## config.mk

```make
export PLATFORM = sky130hd
export DESIGN_NAME = lfsc_core
export DESIGN_NICKNAME = d
export VERILOG_FILES = /design/src/core/lfsc_core.v
export VERILOG_INCLUDE_DIRS = /design/src /design/src/core
export SDC_FILE = /design/constraint.sdc
export NUM_CORES = 1
export LEC_CHECK = 0
export BUFFER_PORTS_ARGS = -buffer_cell sky130_fd_sc_hd__buf_2
export CORE_MARGIN = 3
export CORE_UTILIZATION = 64
export DETAILED_ROUTE_END_ITERATION = 7
export PLACE_DENSITY = 0.91
export REMOVE_ABC_BUFFERS = 1
export SKIP_LAST_GASP = 1
export SLEW_MARGIN = 10
export SYNTH_ARGS = -nofsm -noshare
export SYNTH_HDL_FRONTEND = slang
export SYNTH_SLANG_ARGS = --single-unit
```

## constraint.sdc

```tcl
create_clock -name CLK_I -period 5.36 [get_ports CLK_I]
set_clock_uncertainty 0.1 [all_clocks]
set_input_delay 1.072 -clock CLK_I [delete_from_list [all_inputs] [get_ports CLK_I]]
set_output_delay 1.072 -clock CLK_I [all_outputs]
set_load 0.005 [all_outputs]
```

## src/core/lfsc_defs.vh

```
// Constants for the linefeed supervision and control block.
// Included by the design file; holds definitions only.
`ifndef LFSC_DEFS_VH
`define LFSC_DEFS_VH

// Register indices (word address on the plain register port)
`define LFSC_A_STATE     4'h0
`define LFSC_A_STATUS    4'h1
`define LFSC_A_IRQ       4'h2
`define LFSC_A_MASK      4'h3
`define LFSC_A_LC_THR    4'h4
`define LFSC_A_GK_THR    4'h5
`define LFSC_A_DEB       4'h6
`define LFSC_A_RING      4'h7
`define LFSC_A_RING_FRQ  4'h8
`define LFSC_A_RING_CAD  4'h9
`define LFSC_A_POL       4'ha
`define LFSC_A_TONE0     4'hb
`define LFSC_A_TONE1     4'hc
`define LFSC_A_TONE_CTL  4'hd
`define LFSC_A_DTMF      4'he
`define LFSC_A_THERM     4'hf

// Linefeed states (3-bit code)
`define LFSC_ST_OPEN     3'h0
`define LFSC_ST_FWD_ACT  3'h1
`define LFSC_ST_FWD_OHT  3'h2
`define LFSC_ST_TIP_OPEN 3'h3
`define LFSC_ST_RINGING  3'h4
`define LFSC_ST_REV_ACT  3'h5
`define LFSC_ST_REV_OHT  3'h6
`define LFSC_ST_RNG_OPEN 3'h7
`define LFSC_ST_DIAG     3'h7

// Interrupt bit positions; the status register shares bits 0 to 2 only (status bit 3 is thermal hold)
`define LFSC_B_LC        0
`define LFSC_B_GK        1
`define LFSC_B_PWR       2
`define LFSC_B_DTMF      3

// Ringing mode codes
`define LFSC_RM_BAL      2'h0
`define LFSC_RM_UNBAL    2'h1
`define LFSC_RM_LOWPWR   2'h2

// Reset values, thermal restart delay and clock period
`define LFSC_DEB_RST     16'h0010
`define LFSC_THR_RST     16'h0000
`define LFSC_RESTART_NS  1000000
`define LFSC_CLK_NS      8

`endif

```

## src/core/lfsc_core.v

```verilog
// Linefeed supervision and control for one telephone line channel.
// Assumes a host on a plain strobe register port in the CLK_I domain and
// asynchronous analogue fault and detector comparators on its pins.
`timescale 1ns/1ns
`include "lfsc_defs.vh"

module lfsc_core #(
  parameter DATA_W = 16,
  parameter RESTART_CYC = ((`LFSC_RESTART_NS + `LFSC_CLK_NS - 1) / `LFSC_CLK_NS)
) (
  // Clock and reset
  input wire CLK_I,
  input wire ARST_N_I,
  // Register port
  input wire [3:0] ADDR_I,
  input wire [15:0] WDATA_I,
  input wire WR_I,
  input wire RD_I,
  output reg [15:0] RDATA_O,
  // Analogue fault comparators (asynchronous)
  input wire PWR_OVER_I,
  input wire FOREIGN_V_I,
  input wire TEMP_145_I,
  input wire TEMP_200_I,
  // Measured loop and longitudinal currents, already quasi-static codes
  input wire [15:0] LOOP_I_I,
  input wire [15:0] LONG_I_I,
  // DTMF front end: row and column tone presence (asynchronous)
  input wire [3:0] DTMF_ROW_I,
  input wire [3:0] DTMF_COL_I,
  // Linefeed driver controls
  output reg [2:0] LF_STATE_O,
  output reg TIP_OE_O,
  output reg RING_OE_O,
  output reg FWD_POL_O,
  output reg AUDIO_EN_O,
  output reg SUPV_EN_O,
  output reg DIAG_EN_O,
  output reg LOWPWR_O,
  output reg RING_EN_O,
  output reg RING_DC_EN_O,
  output reg [1:0] RING_MODE_O,
  output reg RING_TRAP_O,
  output reg [15:0] RING_FREQ_O,
  output reg [7:0] POL_RAMP_O,
  // Tone generators
  output reg [15:0] TONE0_CFG_O,
  output reg [15:0] TONE1_CFG_O,
  output reg [1:0] TONE_EN_O,
  output reg TONE_TO_TX_O,
  // Interrupt request level
  output reg IRQ_O
);

  // Synchronisers: stage one feeds stage two only
  reg [3:0] flt_s1_reg, flt_s2_reg;
  reg [7:0] dt_s1_reg, dt_s2_reg;
  always @(posedge CLK_I or negedge ARST_N_I) begin
    if (!ARST_N_I) begin
      flt_s1_reg <= 4'h0;
      flt_s2_reg <= 4'h0;
      dt_s1_reg <= 8'h00;
      dt_s2_reg <= 8'h00;
    end else begin
      flt_s1_reg <= {TEMP_200_I, TEMP_145_I, FOREIGN_V_I, PWR_OVER_I};
      flt_s2_reg <= flt_s1_reg;
      dt_s1_reg <= {DTMF_ROW_I, DTMF_COL_I};
      dt_s2_reg <= dt_s1_reg;
    end
  end
  // Current codes are sampled through two stages as well
  reg [15:0] li_s1_reg, li_s2_reg, gi_s1_reg, gi_s2_reg;
  always @(posedge CLK_I or negedge ARST_N_I) begin
    if (!ARST_N_I) begin
      li_s1_reg <= 16'h0000;
      li_s2_reg <= 16'h0000;
      gi_s1_reg <= 16'h0000;
      gi_s2_reg <= 16'h0000;
    end else begin
      li_s1_reg <= LOOP_I_I;
      li_s2_reg <= li_s1_reg;
      gi_s1_reg <= LONG_I_I;
      gi_s2_reg <= gi_s1_reg;
    end
  end

  // Host registers
  reg [2:0] state_reg;          // Selected linefeed state
  reg [3:0] mask_reg;           // Interrupt enables
  reg [3:0] irq_reg;            // Sticky flags, write one to clear
  reg [15:0] lc_thr_reg;        // [15:8] on threshold, [7:0] off threshold
  reg [15:0] gk_thr_reg;
  reg [15:0] deb_reg;           // [15:8] loop debounce, [7:0] ground key debounce
  reg [15:0] ring_reg;          // [1:0] mode, [2] trapezoid, [3] dc on, [15:8] held for readback only
  reg [15:0] ring_frq_reg;
  reg [15:0] ring_cad_reg;      // [15:8] on time, [7:0] off time, ticks of 256 clocks
  reg [7:0] pol_reg;            // Ramp rate, zero is abrupt
  reg [15:0] tone0_reg, tone1_reg;
  reg [2:0] tone_ctl_reg;       // [1:0] enables, [2] route to transmit
  reg therm_sel_reg;            // 0 selects 145, 1 selects 200
  reg diag_reg;                 // Diagnostic test resources when state code 7 and set
  // Detector state
  reg lc_reg, gk_reg;           // Debounced status
  reg lc_raw_reg, gk_raw_reg;   // Hysteresis comparator outputs
  reg [7:0] lc_cnt_reg, gk_cnt_reg;
  reg [3:0] dtmf_digit_reg;
  reg dtmf_valid_reg;
  // Thermal hold
  reg therm_hold_reg;
  reg [31:0] therm_cnt_reg;
  // Cadence
  reg [7:0] cad_pre_reg;
  reg [7:0] cad_cnt_reg;
  reg cad_on_reg;

  // Decode of a one-hot tone group to its index; other patterns are invalid
  function [2:0] onehot4;
    input [3:0] v;
    begin
      case (v)
        4'h1: onehot4 = 3'h4;
        4'h2: onehot4 = 3'h5;
        4'h4: onehot4 = 3'h6;
        4'h8: onehot4 = 3'h7;
        default: onehot4 = 3'h0;
      endcase
    end
  endfunction

  // Hysteresis comparator: set at or above on, clear at or below off
  function hyst;
    input prev;
    input [15:0] val;
    input [15:0] thr;
    begin
      if (val[15:8] != 8'h00 && val >= {8'h00, thr[15:8]} << 8)
        hyst = 1'b1;
      else if (val <= {8'h00, thr[7:0]} << 8)
        hyst = 1'b0;
      else
        hyst = prev;
    end
  endfunction

  wire wr_state = WR_I && (ADDR_I == `LFSC_A_STATE);
  wire therm_trip = therm_sel_reg ? flt_s2_reg[3] : flt_s2_reg[2];
  wire fault = flt_s2_reg[0] | flt_s2_reg[1] | therm_trip | therm_hold_reg;
  wire det_on = (state_reg == `LFSC_ST_FWD_ACT) || (state_reg == `LFSC_ST_REV_ACT) ||
                (state_reg == `LFSC_ST_TIP_OPEN) || (state_reg == `LFSC_ST_RNG_OPEN && !diag_reg);
  wire lc_next = hyst(lc_raw_reg, li_s2_reg, lc_thr_reg);
  wire gk_next = hyst(gk_raw_reg, gi_s2_reg, gk_thr_reg);
  wire lc_chg = det_on && (lc_cnt_reg >= deb_reg[15:8]) && (lc_raw_reg != lc_reg);
  wire gk_chg = det_on && (gk_cnt_reg >= deb_reg[7:0]) && (gk_raw_reg != gk_reg);
  wire [2:0] row_code = onehot4(dt_s2_reg[7:4]);
  wire [2:0] col_code = onehot4(dt_s2_reg[3:0]);
  wire dtmf_hit = row_code[2] && col_code[2] && !dtmf_valid_reg;
  wire [3:0] set_vec = {dtmf_hit, fault && state_reg != `LFSC_ST_OPEN, gk_chg, lc_chg};

  // Thermal shutdown holds until the sensor is clear for the restart delay
  always @(posedge CLK_I or negedge ARST_N_I) begin
    if (!ARST_N_I) begin
      therm_hold_reg <= 1'b0;
      therm_cnt_reg <= 32'h0;
    end else if (therm_trip) begin
      therm_hold_reg <= 1'b1;
      therm_cnt_reg <= 32'h0;
    end else if (therm_hold_reg) begin
      if (therm_cnt_reg >= RESTART_CYC - 1)
        therm_hold_reg <= 1'b0;
      therm_cnt_reg <= therm_cnt_reg + 32'h1;
    end
  end

  // Host writes and fault-driven state
  always @(posedge CLK_I or negedge ARST_N_I) begin
    if (!ARST_N_I) begin
      state_reg <= `LFSC_ST_OPEN;
      mask_reg <= 4'h0;
      lc_thr_reg <= `LFSC_THR_RST;
      gk_thr_reg <= `LFSC_THR_RST;
      deb_reg <= `LFSC_DEB_RST;
      ring_reg <= 16'h0000;
      ring_frq_reg <= 16'h0000;
      ring_cad_reg <= 16'h0000;
      pol_reg <= 8'h00;
      tone0_reg <= 16'h0000;
      tone1_reg <= 16'h0000;
      tone_ctl_reg <= 3'h0;
      therm_sel_reg <= 1'b0;
      diag_reg <= 1'b0;
    end else begin
      if (fault)
        state_reg <= `LFSC_ST_OPEN;
      else if (wr_state)
        state_reg <= WDATA_I[2:0];
      if (WR_I) begin
        case (ADDR_I)
          `LFSC_A_STATE: diag_reg <= WDATA_I[3];
          `LFSC_A_MASK: mask_reg <= WDATA_I[3:0];
          `LFSC_A_LC_THR: lc_thr_reg <= WDATA_I;
          `LFSC_A_GK_THR: gk_thr_reg <= WDATA_I;
          `LFSC_A_DEB: deb_reg <= WDATA_I;
          `LFSC_A_RING: ring_reg <= WDATA_I;
          `LFSC_A_RING_FRQ: ring_frq_reg <= WDATA_I;
          `LFSC_A_RING_CAD: ring_cad_reg <= WDATA_I;
          `LFSC_A_POL: pol_reg <= WDATA_I[7:0];
          `LFSC_A_TONE0: tone0_reg <= WDATA_I;
          `LFSC_A_TONE1: tone1_reg <= WDATA_I;
          `LFSC_A_TONE_CTL: tone_ctl_reg <= WDATA_I[2:0];
          `LFSC_A_THERM: therm_sel_reg <= WDATA_I[0];
          default: ;
        endcase
      end
    end
  end
  // Sticky flags; a set in the clearing cycle wins
  always @(posedge CLK_I or negedge ARST_N_I) begin
    if (!ARST_N_I)
      irq_reg <= 4'h0;
    else if (WR_I && ADDR_I == `LFSC_A_IRQ)
      irq_reg <= (irq_reg & ~WDATA_I[3:0]) | set_vec;
    else
      irq_reg <= irq_reg | set_vec;
  end
  // Detectors: hysteresis, then debounce counting on a steady raw value
  always @(posedge CLK_I or negedge ARST_N_I) begin
    if (!ARST_N_I) begin
      lc_raw_reg <= 1'b0;
      gk_raw_reg <= 1'b0;
      lc_cnt_reg <= 8'h00;
      gk_cnt_reg <= 8'h00;
      lc_reg <= 1'b0;
      gk_reg <= 1'b0;
    end else if (!det_on) begin
      // Supervision powered down: report idle
      lc_raw_reg <= 1'b0;
      gk_raw_reg <= 1'b0;
      lc_cnt_reg <= 8'h00;
      gk_cnt_reg <= 8'h00;
      lc_reg <= 1'b0;
      gk_reg <= 1'b0;
    end else begin
      lc_raw_reg <= lc_next;
      gk_raw_reg <= gk_next;
      if (lc_next != lc_raw_reg || lc_raw_reg == lc_reg)
        lc_cnt_reg <= 8'h00;
      else if (lc_cnt_reg != 8'hff)
        lc_cnt_reg <= lc_cnt_reg + 8'h01;
      if (gk_next != gk_raw_reg || gk_raw_reg == gk_reg)
        gk_cnt_reg <= 8'h00;
      else if (gk_cnt_reg != 8'hff)
        gk_cnt_reg <= gk_cnt_reg + 8'h01;
      if (lc_chg)
        lc_reg <= lc_raw_reg;
      if (gk_chg)
        gk_reg <= gk_raw_reg;
    end
  end

  // DTMF: one row and one column present gives one of sixteen digits
  always @(posedge CLK_I or negedge ARST_N_I) begin
    if (!ARST_N_I) begin
      dtmf_digit_reg <= 4'h0;
      dtmf_valid_reg <= 1'b0;
    end else if (dtmf_hit) begin
      dtmf_digit_reg <= {row_code[1:0], col_code[1:0]};
      dtmf_valid_reg <= 1'b1;
    end else if (!(row_code[2] && col_code[2])) begin
      dtmf_valid_reg <= 1'b0;
    end
  end

  // Ringing cadence: on and off times in ticks of 256 clocks
  always @(posedge CLK_I or negedge ARST_N_I) begin
    if (!ARST_N_I) begin
      cad_pre_reg <= 8'h00;
      cad_cnt_reg <= 8'h00;
      cad_on_reg <= 1'b1;
    end else if (state_reg != `LFSC_ST_RINGING) begin
      cad_pre_reg <= 8'h00;
      cad_cnt_reg <= 8'h00;
      cad_on_reg <= 1'b1;
    end else begin
      cad_pre_reg <= cad_pre_reg + 8'h01;
      if (cad_pre_reg == 8'hff) begin
        if (cad_cnt_reg >= (cad_on_reg ? ring_cad_reg[15:8] : ring_cad_reg[7:0])) begin
          cad_cnt_reg <= 8'h00;
          cad_on_reg <= ~cad_on_reg | (ring_cad_reg[7:0] == 8'h00);
        end else begin
          cad_cnt_reg <= cad_cnt_reg + 8'h01;
        end
      end
    end
  end

  // Driver controls decoded from the linefeed state; ring settings, tones and interrupt level registered from the registers
  always @(posedge CLK_I or negedge ARST_N_I) begin
    if (!ARST_N_I) begin
      LF_STATE_O <= `LFSC_ST_OPEN;
      TIP_OE_O <= 1'b0;
      RING_OE_O <= 1'b0;
      FWD_POL_O <= 1'b1;
      AUDIO_EN_O <= 1'b0;
      SUPV_EN_O <= 1'b0;
      DIAG_EN_O <= 1'b0;
      LOWPWR_O <= 1'b0;
      RING_EN_O <= 1'b0;
      RING_DC_EN_O <= 1'b0;
      RING_MODE_O <= `LFSC_RM_BAL;
      RING_TRAP_O <= 1'b0;
      RING_FREQ_O <= 16'h0000;
      POL_RAMP_O <= 8'h00;
      TONE0_CFG_O <= 16'h0000;
      TONE1_CFG_O <= 16'h0000;
      TONE_EN_O <= 2'h0;
      TONE_TO_TX_O <= 1'b0;
      IRQ_O <= 1'b0;
    end else begin
      LF_STATE_O <= state_reg;
      TIP_OE_O <= (state_reg != `LFSC_ST_OPEN) && (state_reg != `LFSC_ST_TIP_OPEN) &&
                  !(state_reg == `LFSC_ST_RNG_OPEN && diag_reg);
      RING_OE_O <= (state_reg != `LFSC_ST_OPEN) && (state_reg != `LFSC_ST_RNG_OPEN);
      FWD_POL_O <= !(state_reg == `LFSC_ST_REV_ACT || state_reg == `LFSC_ST_REV_OHT ||
                     (state_reg == `LFSC_ST_RNG_OPEN && !diag_reg));
      AUDIO_EN_O <= (state_reg == `LFSC_ST_FWD_ACT) || (state_reg == `LFSC_ST_REV_ACT) ||
                    (state_reg == `LFSC_ST_FWD_OHT) || (state_reg == `LFSC_ST_REV_OHT);
      SUPV_EN_O <= det_on;
      DIAG_EN_O <= (state_reg == `LFSC_ST_DIAG) && diag_reg;
      LOWPWR_O <= therm_trip | therm_hold_reg;
      RING_EN_O <= (state_reg == `LFSC_ST_RINGING) && cad_on_reg;
      RING_DC_EN_O <= (state_reg == `LFSC_ST_RINGING) && ring_reg[3];
      RING_MODE_O <= ring_reg[1:0];
      RING_TRAP_O <= ring_reg[2];
      RING_FREQ_O <= ring_frq_reg;
      POL_RAMP_O <= pol_reg;
      TONE0_CFG_O <= tone0_reg;
      TONE1_CFG_O <= tone1_reg;
      TONE_EN_O <= tone_ctl_reg[1:0];
      TONE_TO_TX_O <= tone_ctl_reg[2];
      IRQ_O <= |(irq_reg & mask_reg);
    end
  end

  // Read data one cycle after the strobe, zero otherwise
  always @(posedge CLK_I or negedge ARST_N_I) begin
    if (!ARST_N_I)
      RDATA_O <= 16'h0000;
    else if (!RD_I)
      RDATA_O <= 16'h0000;
    else begin
      case (ADDR_I)
        `LFSC_A_STATE: RDATA_O <= {12'h000, diag_reg, state_reg};
        `LFSC_A_STATUS: RDATA_O <= {7'h00, dtmf_valid_reg, dtmf_digit_reg, therm_hold_reg,
                                    fault, gk_reg, lc_reg};
        `LFSC_A_IRQ: RDATA_O <= {12'h000, irq_reg};
        `LFSC_A_MASK: RDATA_O <= {12'h000, mask_reg};
        `LFSC_A_LC_THR: RDATA_O <= lc_thr_reg;
        `LFSC_A_GK_THR: RDATA_O <= gk_thr_reg;
        `LFSC_A_DEB: RDATA_O <= deb_reg;
        `LFSC_A_RING: RDATA_O <= ring_reg;
        `LFSC_A_RING_FRQ: RDATA_O <= ring_frq_reg;
        `LFSC_A_RING_CAD: RDATA_O <= ring_cad_reg;
        `LFSC_A_POL: RDATA_O <= {8'h00, pol_reg};
        `LFSC_A_TONE0: RDATA_O <= tone0_reg;
        `LFSC_A_TONE1: RDATA_O <= tone1_reg;
        `LFSC_A_TONE_CTL: RDATA_O <= {13'h0000, tone_ctl_reg};
        `LFSC_A_DTMF: RDATA_O <= {11'h000, dtmf_valid_reg, dtmf_digit_reg};
        default: RDATA_O <= {15'h0000, therm_sel_reg};
      endcase
    end
  end

endmodule // lfsc_core

```

## Yosys cells after proc, flatten, opt, wreduce, memory -nomap -nowiden

Cells that the tools add are included.

- Mux-type cells: 39
- Bitwise gates (word level): 11
- Reductions and logical operators: 55
- $lt $le $gt $ge: 8
- Eq/ne operators: 47
- $add $sub $neg: 5

Operators by type and width:

| kind | number |
|---|---|
| case mux 16 bit (15 select lines) | 1 |
| two-way mux 8 bit | 11 |
| two-way mux 32 bit | 2 |
| equality test 4 bit (second input constant) | 10 |
| adder 32 x 1 -> 32 bit (second input constant) | 1 |
| adder 8 x 1 -> 8 bit (second input constant) | 4 |
| greater-or-equal comparator 16 bit | 2 |
| greater-or-equal comparator 32 x 17 -> 1 bit (second input constant) | 1 |
| less-or-equal comparator 16 bit | 2 |
| AND reduction 2 bit | 14 |
| equality test 4 x 3 -> 1 bit (second input constant) | 6 |
| greater-or-equal comparator 8 bit | 3 |
| case mux 3 bit (4 select lines) | 2 |
| two-way mux 1 bit | 19 |
| logical AND 1 bit | 18 |
| equality test 4 x 2 -> 1 bit (second input constant) | 4 |
| two-way mux 16 bit | 1 |
| inequality test 8 bit (second input constant) | 2 |
| nonzero test 8 bit | 2 |
| equality test 3 bit (second input constant) | 4 |
| equality test 4 x 1 -> 1 bit (second input constant) | 3 |
| logical OR 1 bit | 9 |
| bitwise AND 4 bit | 2 |
| equality test 8 bit (second input constant) | 1 |
| other kinds (21) | 41 |

- Flip-flop bits (word level): 406
- Output and inout port bits: 91
- Word-level logic and storage cells: 221

## Logic depth before layout (Yosys ltp)

- Depth after elaboration: 8
- Depth in mapped cells: 9

## Least setup slack after synthesis

No wires, ideal clock.

- Path kind: reg-to-reg
- Start: register cad_on_reg
- End: register cad_on_reg
- Cell stages (with the launch flop): 10
- Data required time: 5178 ps
- Data arrival time: 2509 ps
- Setup slack: 2668 ps
- Path buffers: 1
- Clock period less this slack: 2692 ps
- Setup time: 82 ps
- Path through: dfstp_2 > clkbuf_1 > mux2_2 > ha_1 > nand2b_1 > a31oi_1 > o22ai_1 > o21ai_4 > nor2_2 > mux2_4

- Cells in the longest elaborated chain, start to end: 5
- Elaborated cells between the ends (all ways): 9
- Classes of those cells: order compare (1); mux (4); bitwise (2); reduce/logical (2)

RTL lines:

| what | line | source |
|---|---|---|
| start: declaration | lfsc_core.v:114 | `reg cad_on_reg;` |
| start signal: assignment | lfsc_core.v:288 | `cad_on_reg <= ~cad_on_reg \| (ring_cad_reg[7:0] == 8'h00);` |
| parallel branches: the longest is 5 deep, another holds greater-or-equal comparator 8 bit | - |  |

Parallel ways; which one is timed is not known. The select of a mux whose other input is x is not followed.
A chain may end at the register's enable or synchronous reset.

## Worst setup path after layout

- Start: input port ADDR_I[2]
- End: register ring_frq_reg[0]

- Cells in the longest elaborated chain, start to end: 2

RTL lines:

| what | line | source |
|---|---|---|
| start: declaration | lfsc_core.v:15 | `input wire [3:0] ADDR_I,` |
| equality test 4 bit | lfsc_core.v:197 | `case (ADDR_I)` |
| AND reduction 2 bit (no source line) | - |  |
| end signal: assignment | lfsc_core.v:183 | `ring_frq_reg <= 16'h0000;` |
| end signal: assignment | lfsc_core.v:204 | `` `LFSC_A_RING_FRQ: ring_frq_reg <= WDATA_I; `` |
| end: declaration | lfsc_core.v:95 | `reg [15:0] ring_frq_reg;` |

No other way between the ends.

==> summary.md <==
| Metric | Value |
|---|---|
| Status | `complete, but fails checks` |
| Failing checks | `DRC` |
| Worst EP required | `5.66 ns` |
| Cells after synthesis | `1316` |
| All-Layer GR Usage | `30.5%` |
| TritonCTS clock tree | `done` |
| Num CTS Buffers | `39` |
| Asr flop ratio synth | `100%` |
| Synth-to-layout area growth | `15.0%` |
| CP Data Arrival Time | `3.31 ns` |
| Die Height | `168 um` |
| H-tree depth | `2` |
| Routability cong. | `0.943` |
| Post-synth EDFFs | `0` |
| Max cap viols | `0` |
| Area of the multi-input gates | `6290 um^2` |
| Hold Slack | `0.244 ns` |
| Final worst path period share | `56.1%` |
| Post-synthesis sequential area ratio | `60.3%` |
| Fin. Hold Viols | `0` |
| CP Cell Sequence | `buf_2, nand2b_1, nor3_1, buf_4, nand2_1, mux2_2` |
| Actual slew at the worst max-slew pin | `1.12 ns` |
| Clock insertion delay at the later pin of the skew report | `0.53 ns` |
| Hold Path Class | `reg2reg` |
| Grt met1 use | `41.5%` |
| WL/cell | `23.1 um` |
| TritonRoute pass-1 iters | `8` |
| Worst vdd ir | `341 uV` |
| Max reg flops | `32` |
| Met2 Resource Use GR | `48.7%` |
| Initial antenna violation count | `3` |
| Total power | `7.74 mW` |
| RSZ-0062 raised after global routing | `false` |
| Final Max Tran Viols | `0` |
| Leak | `9.12 nW` |
| HP Start | `gi_s1_reg[10]$_DFF_PN0_` |
| Clock sink total | `406` |
| Post-cts repair resize count | `0` |
| Total gr overflow | `0` |
| CP max FO | `26` |
| Final TNS setup | `0 ns` |
| Initial core utilization | `66.0%` |
| Via density | `6.44` |
| Vias in the first global route | `12.3k` |
| Die area | `28300 um^2` |
| Clock Path Buffers | `3` |
| Synth area leaders | `dfrtp_1 60%, mux2_2 10%, ha_1 4.5%` |
| Hold-fix buffers at CTS | `0` |
| Yosys warning total | `0` |
| CTS root buf | `clkbuf_16` |
| Worst path slowest cell | `nand2_1` |
| IO Port Bufs | `158` |
| FF-to-FF path depth | `8` |
| Fmax | `0.332 GHz` |
| WP buf/inv | `2` |
| Final Critical Period | `3.01 ns` |
| Starting DRT DRC Count | `1360` |
| Slew headroom | `25.0%` |
| Placement Rows | `58` |
| Yosys cell types | `72` |
| DP Wirelength | `28.3 mm` |
| Final ANT Viol Nets | `0` |
| Reg2reg start | `cad_on_reg$_DFFE_PN1P_` |
| Die Width | `168 um` |
| Yosys reg bits | `406` |
| Routed vias | `11.9k` |
| Critical R2R Capture | `cad_on_reg$_DFFE_PN1P_` |
| Crit path capture type | `flop` |
| Layout cells sized above 1 | `27.4%` |
| Routed WL | `42.7 mm` |
| Most Crowded Layer GR | `met2` |
| Critical path class | `in2reg` |
| Mean post-synth cell area | `12.8 um^2` |
| Post-CTS Setup Inserts | `0` |
| Hold Path Stages | `0` |
| Global-route wire length before repair | `68.3 mm` |
| Placed cell area | `18000 um^2` |
| Pwr per Cell Area | `399 nW/um^2` |
| Yosys top cell area share | `59.8%` |
| Storage cell area | `10200 um^2` |
| GR Util met3 | `6.62%` |
| Area leader, netlist | `dfrtp_1` |
| # fillers | `1482` |
| Post-route DRC | `1` |
| Core area | `25500 um^2` |
| Delay-heaviest family, CP | `simple AND/OR/NAND/NOR gates` |
| Cell area after layout | `19400 um^2` |
| Reg2reg setup slack | `2.72 ns` |
| Final setup viols | `0` |
| Synth Cell Area | `16900 um^2` |
| Crit path from | `ADDR_I[2]` |
| Io pins | `159` |
| CP startpoint kind | `input pin` |
| Pin count of the biggest net entering global routing | `124` |
| Largest stage delay, worst path | `0.76 ns` |
| Final net count | `1616` |
| Ys flop type | `dfrtp_1` |
| Clock transition at path regs | `0.07 ns` |
| Hold path endpoint | `gi_s2_reg[10]$_DFF_PN0_` |
-- report_power, final --
group	internal [mW]	switching [mW]	total [mW]
Clock	1.73	1.16	2.89
Combinational	0.473	0.507	0.979
Sequential	3.49	0.383	3.87
-- through the flow --
stage | util, % | std cells | setup slack, ns
2_1_floorplan | - | 1273 | 2.30
3_5_place_dp | 70.6 | 1776 | 1.94
4_1_cts | 75.9 | 1847 | 2.47
5_1_grt | 75.9 | 1848 | 2.33
3_3_place_gp | 70.6 | 1776 | 2.02
6_report | 75.9 | 1848 | 2.35
-- how the worst max path moves through the flow --
stage / end / slack (ns) / cells past startpoint
floorplan: ring_frq_reg[0]$_DFFE_PN0P_ / 2.30 / 4
global placement: ring_frq_reg[10]$_DFFE_PN0P_ / 2.02 / 6
detailed placement: ring_frq_reg[14]$_DFFE_PN0P_ / 1.94 / 6
CTS: ring_frq_reg[14]$_DFFE_PN0P_ / 2.47 / 6
global route: ring_frq_reg[0]$_DFFE_PN0P_ / 2.33 / 6
finish: ring_frq_reg[0]$_DFFE_PN0P_ / 2.35 / 6
-- cells by family (layout without fill, tap and decap cells) --
logic type	count (synthesis)	in the layout	share of synthesized area [%]
multiplexers	178	178	11.8
flip-flops	406	406	60.3
adder cells (fa/ha/maj)	61	61	4.53
buffers and inverters	102	303	2.41
AO/OA/AOI/OAI	221	221	9.36
other	0	1	0
AND/OR/NAND/NOR	303	303	9.27
XOR/XNOR	45	45	2.34
-- routing by layer --
metal  wire (um)  share of wire, %
met1       16800                39
met2       20600                48
met3        3750               8.8
met4        1650               3.9
met5          11             0.026
-- Yosys cell counts (26+ instances only) --
master,instances
a21oi_1,35
a22oi_1,42
clkbuf_1,27
dfrtp_1,403
ha_1,61
inv_1,59
mux2_2,155
nand2_1,68
nand3_1,37
nor2_1,79
o21ai_0,33
xnor2_1,26
-- cells in the final DEF (no fill, tap or decap), drive strengths merged, types with 10 or more instances in the layout --
master	netlist	final
nand3	37	37
inv	59	60
a21oi	35	35
dfrtp	403	403
a22o	14	14
a21o	10	10
ha	61	61
and3	11	11
a211oi	17	17
nand2	70	70
mux2i	21	21
clkbuf	27	57
mux2	157	157
nor3	19	19
buf	16	173
xnor2	26	26
a22oi	42	42
o21ai	38	38
a31oi	10	10
nor2	81	81
nor4	17	17
nand4	16	16
xor2	19	19
nor2b	13	13
-- final cells by class --
| cell class | count | share of cell area (%) |
|---|---|---|
| clock inverter | 14 | 1.09 |
| clock buffer | 57 | 5.91 |
| multi-input combinational | 808 | 32.4 |
| tap | 330 | 2.13 |
| antenna | 1 | 0.0129 |
| inverter | 59 | 1.14 |
| sequential | 406 | 52.4 |
| timing repair buffer | 173 | 4.84 |
Power figures use the tool's default switching activity.
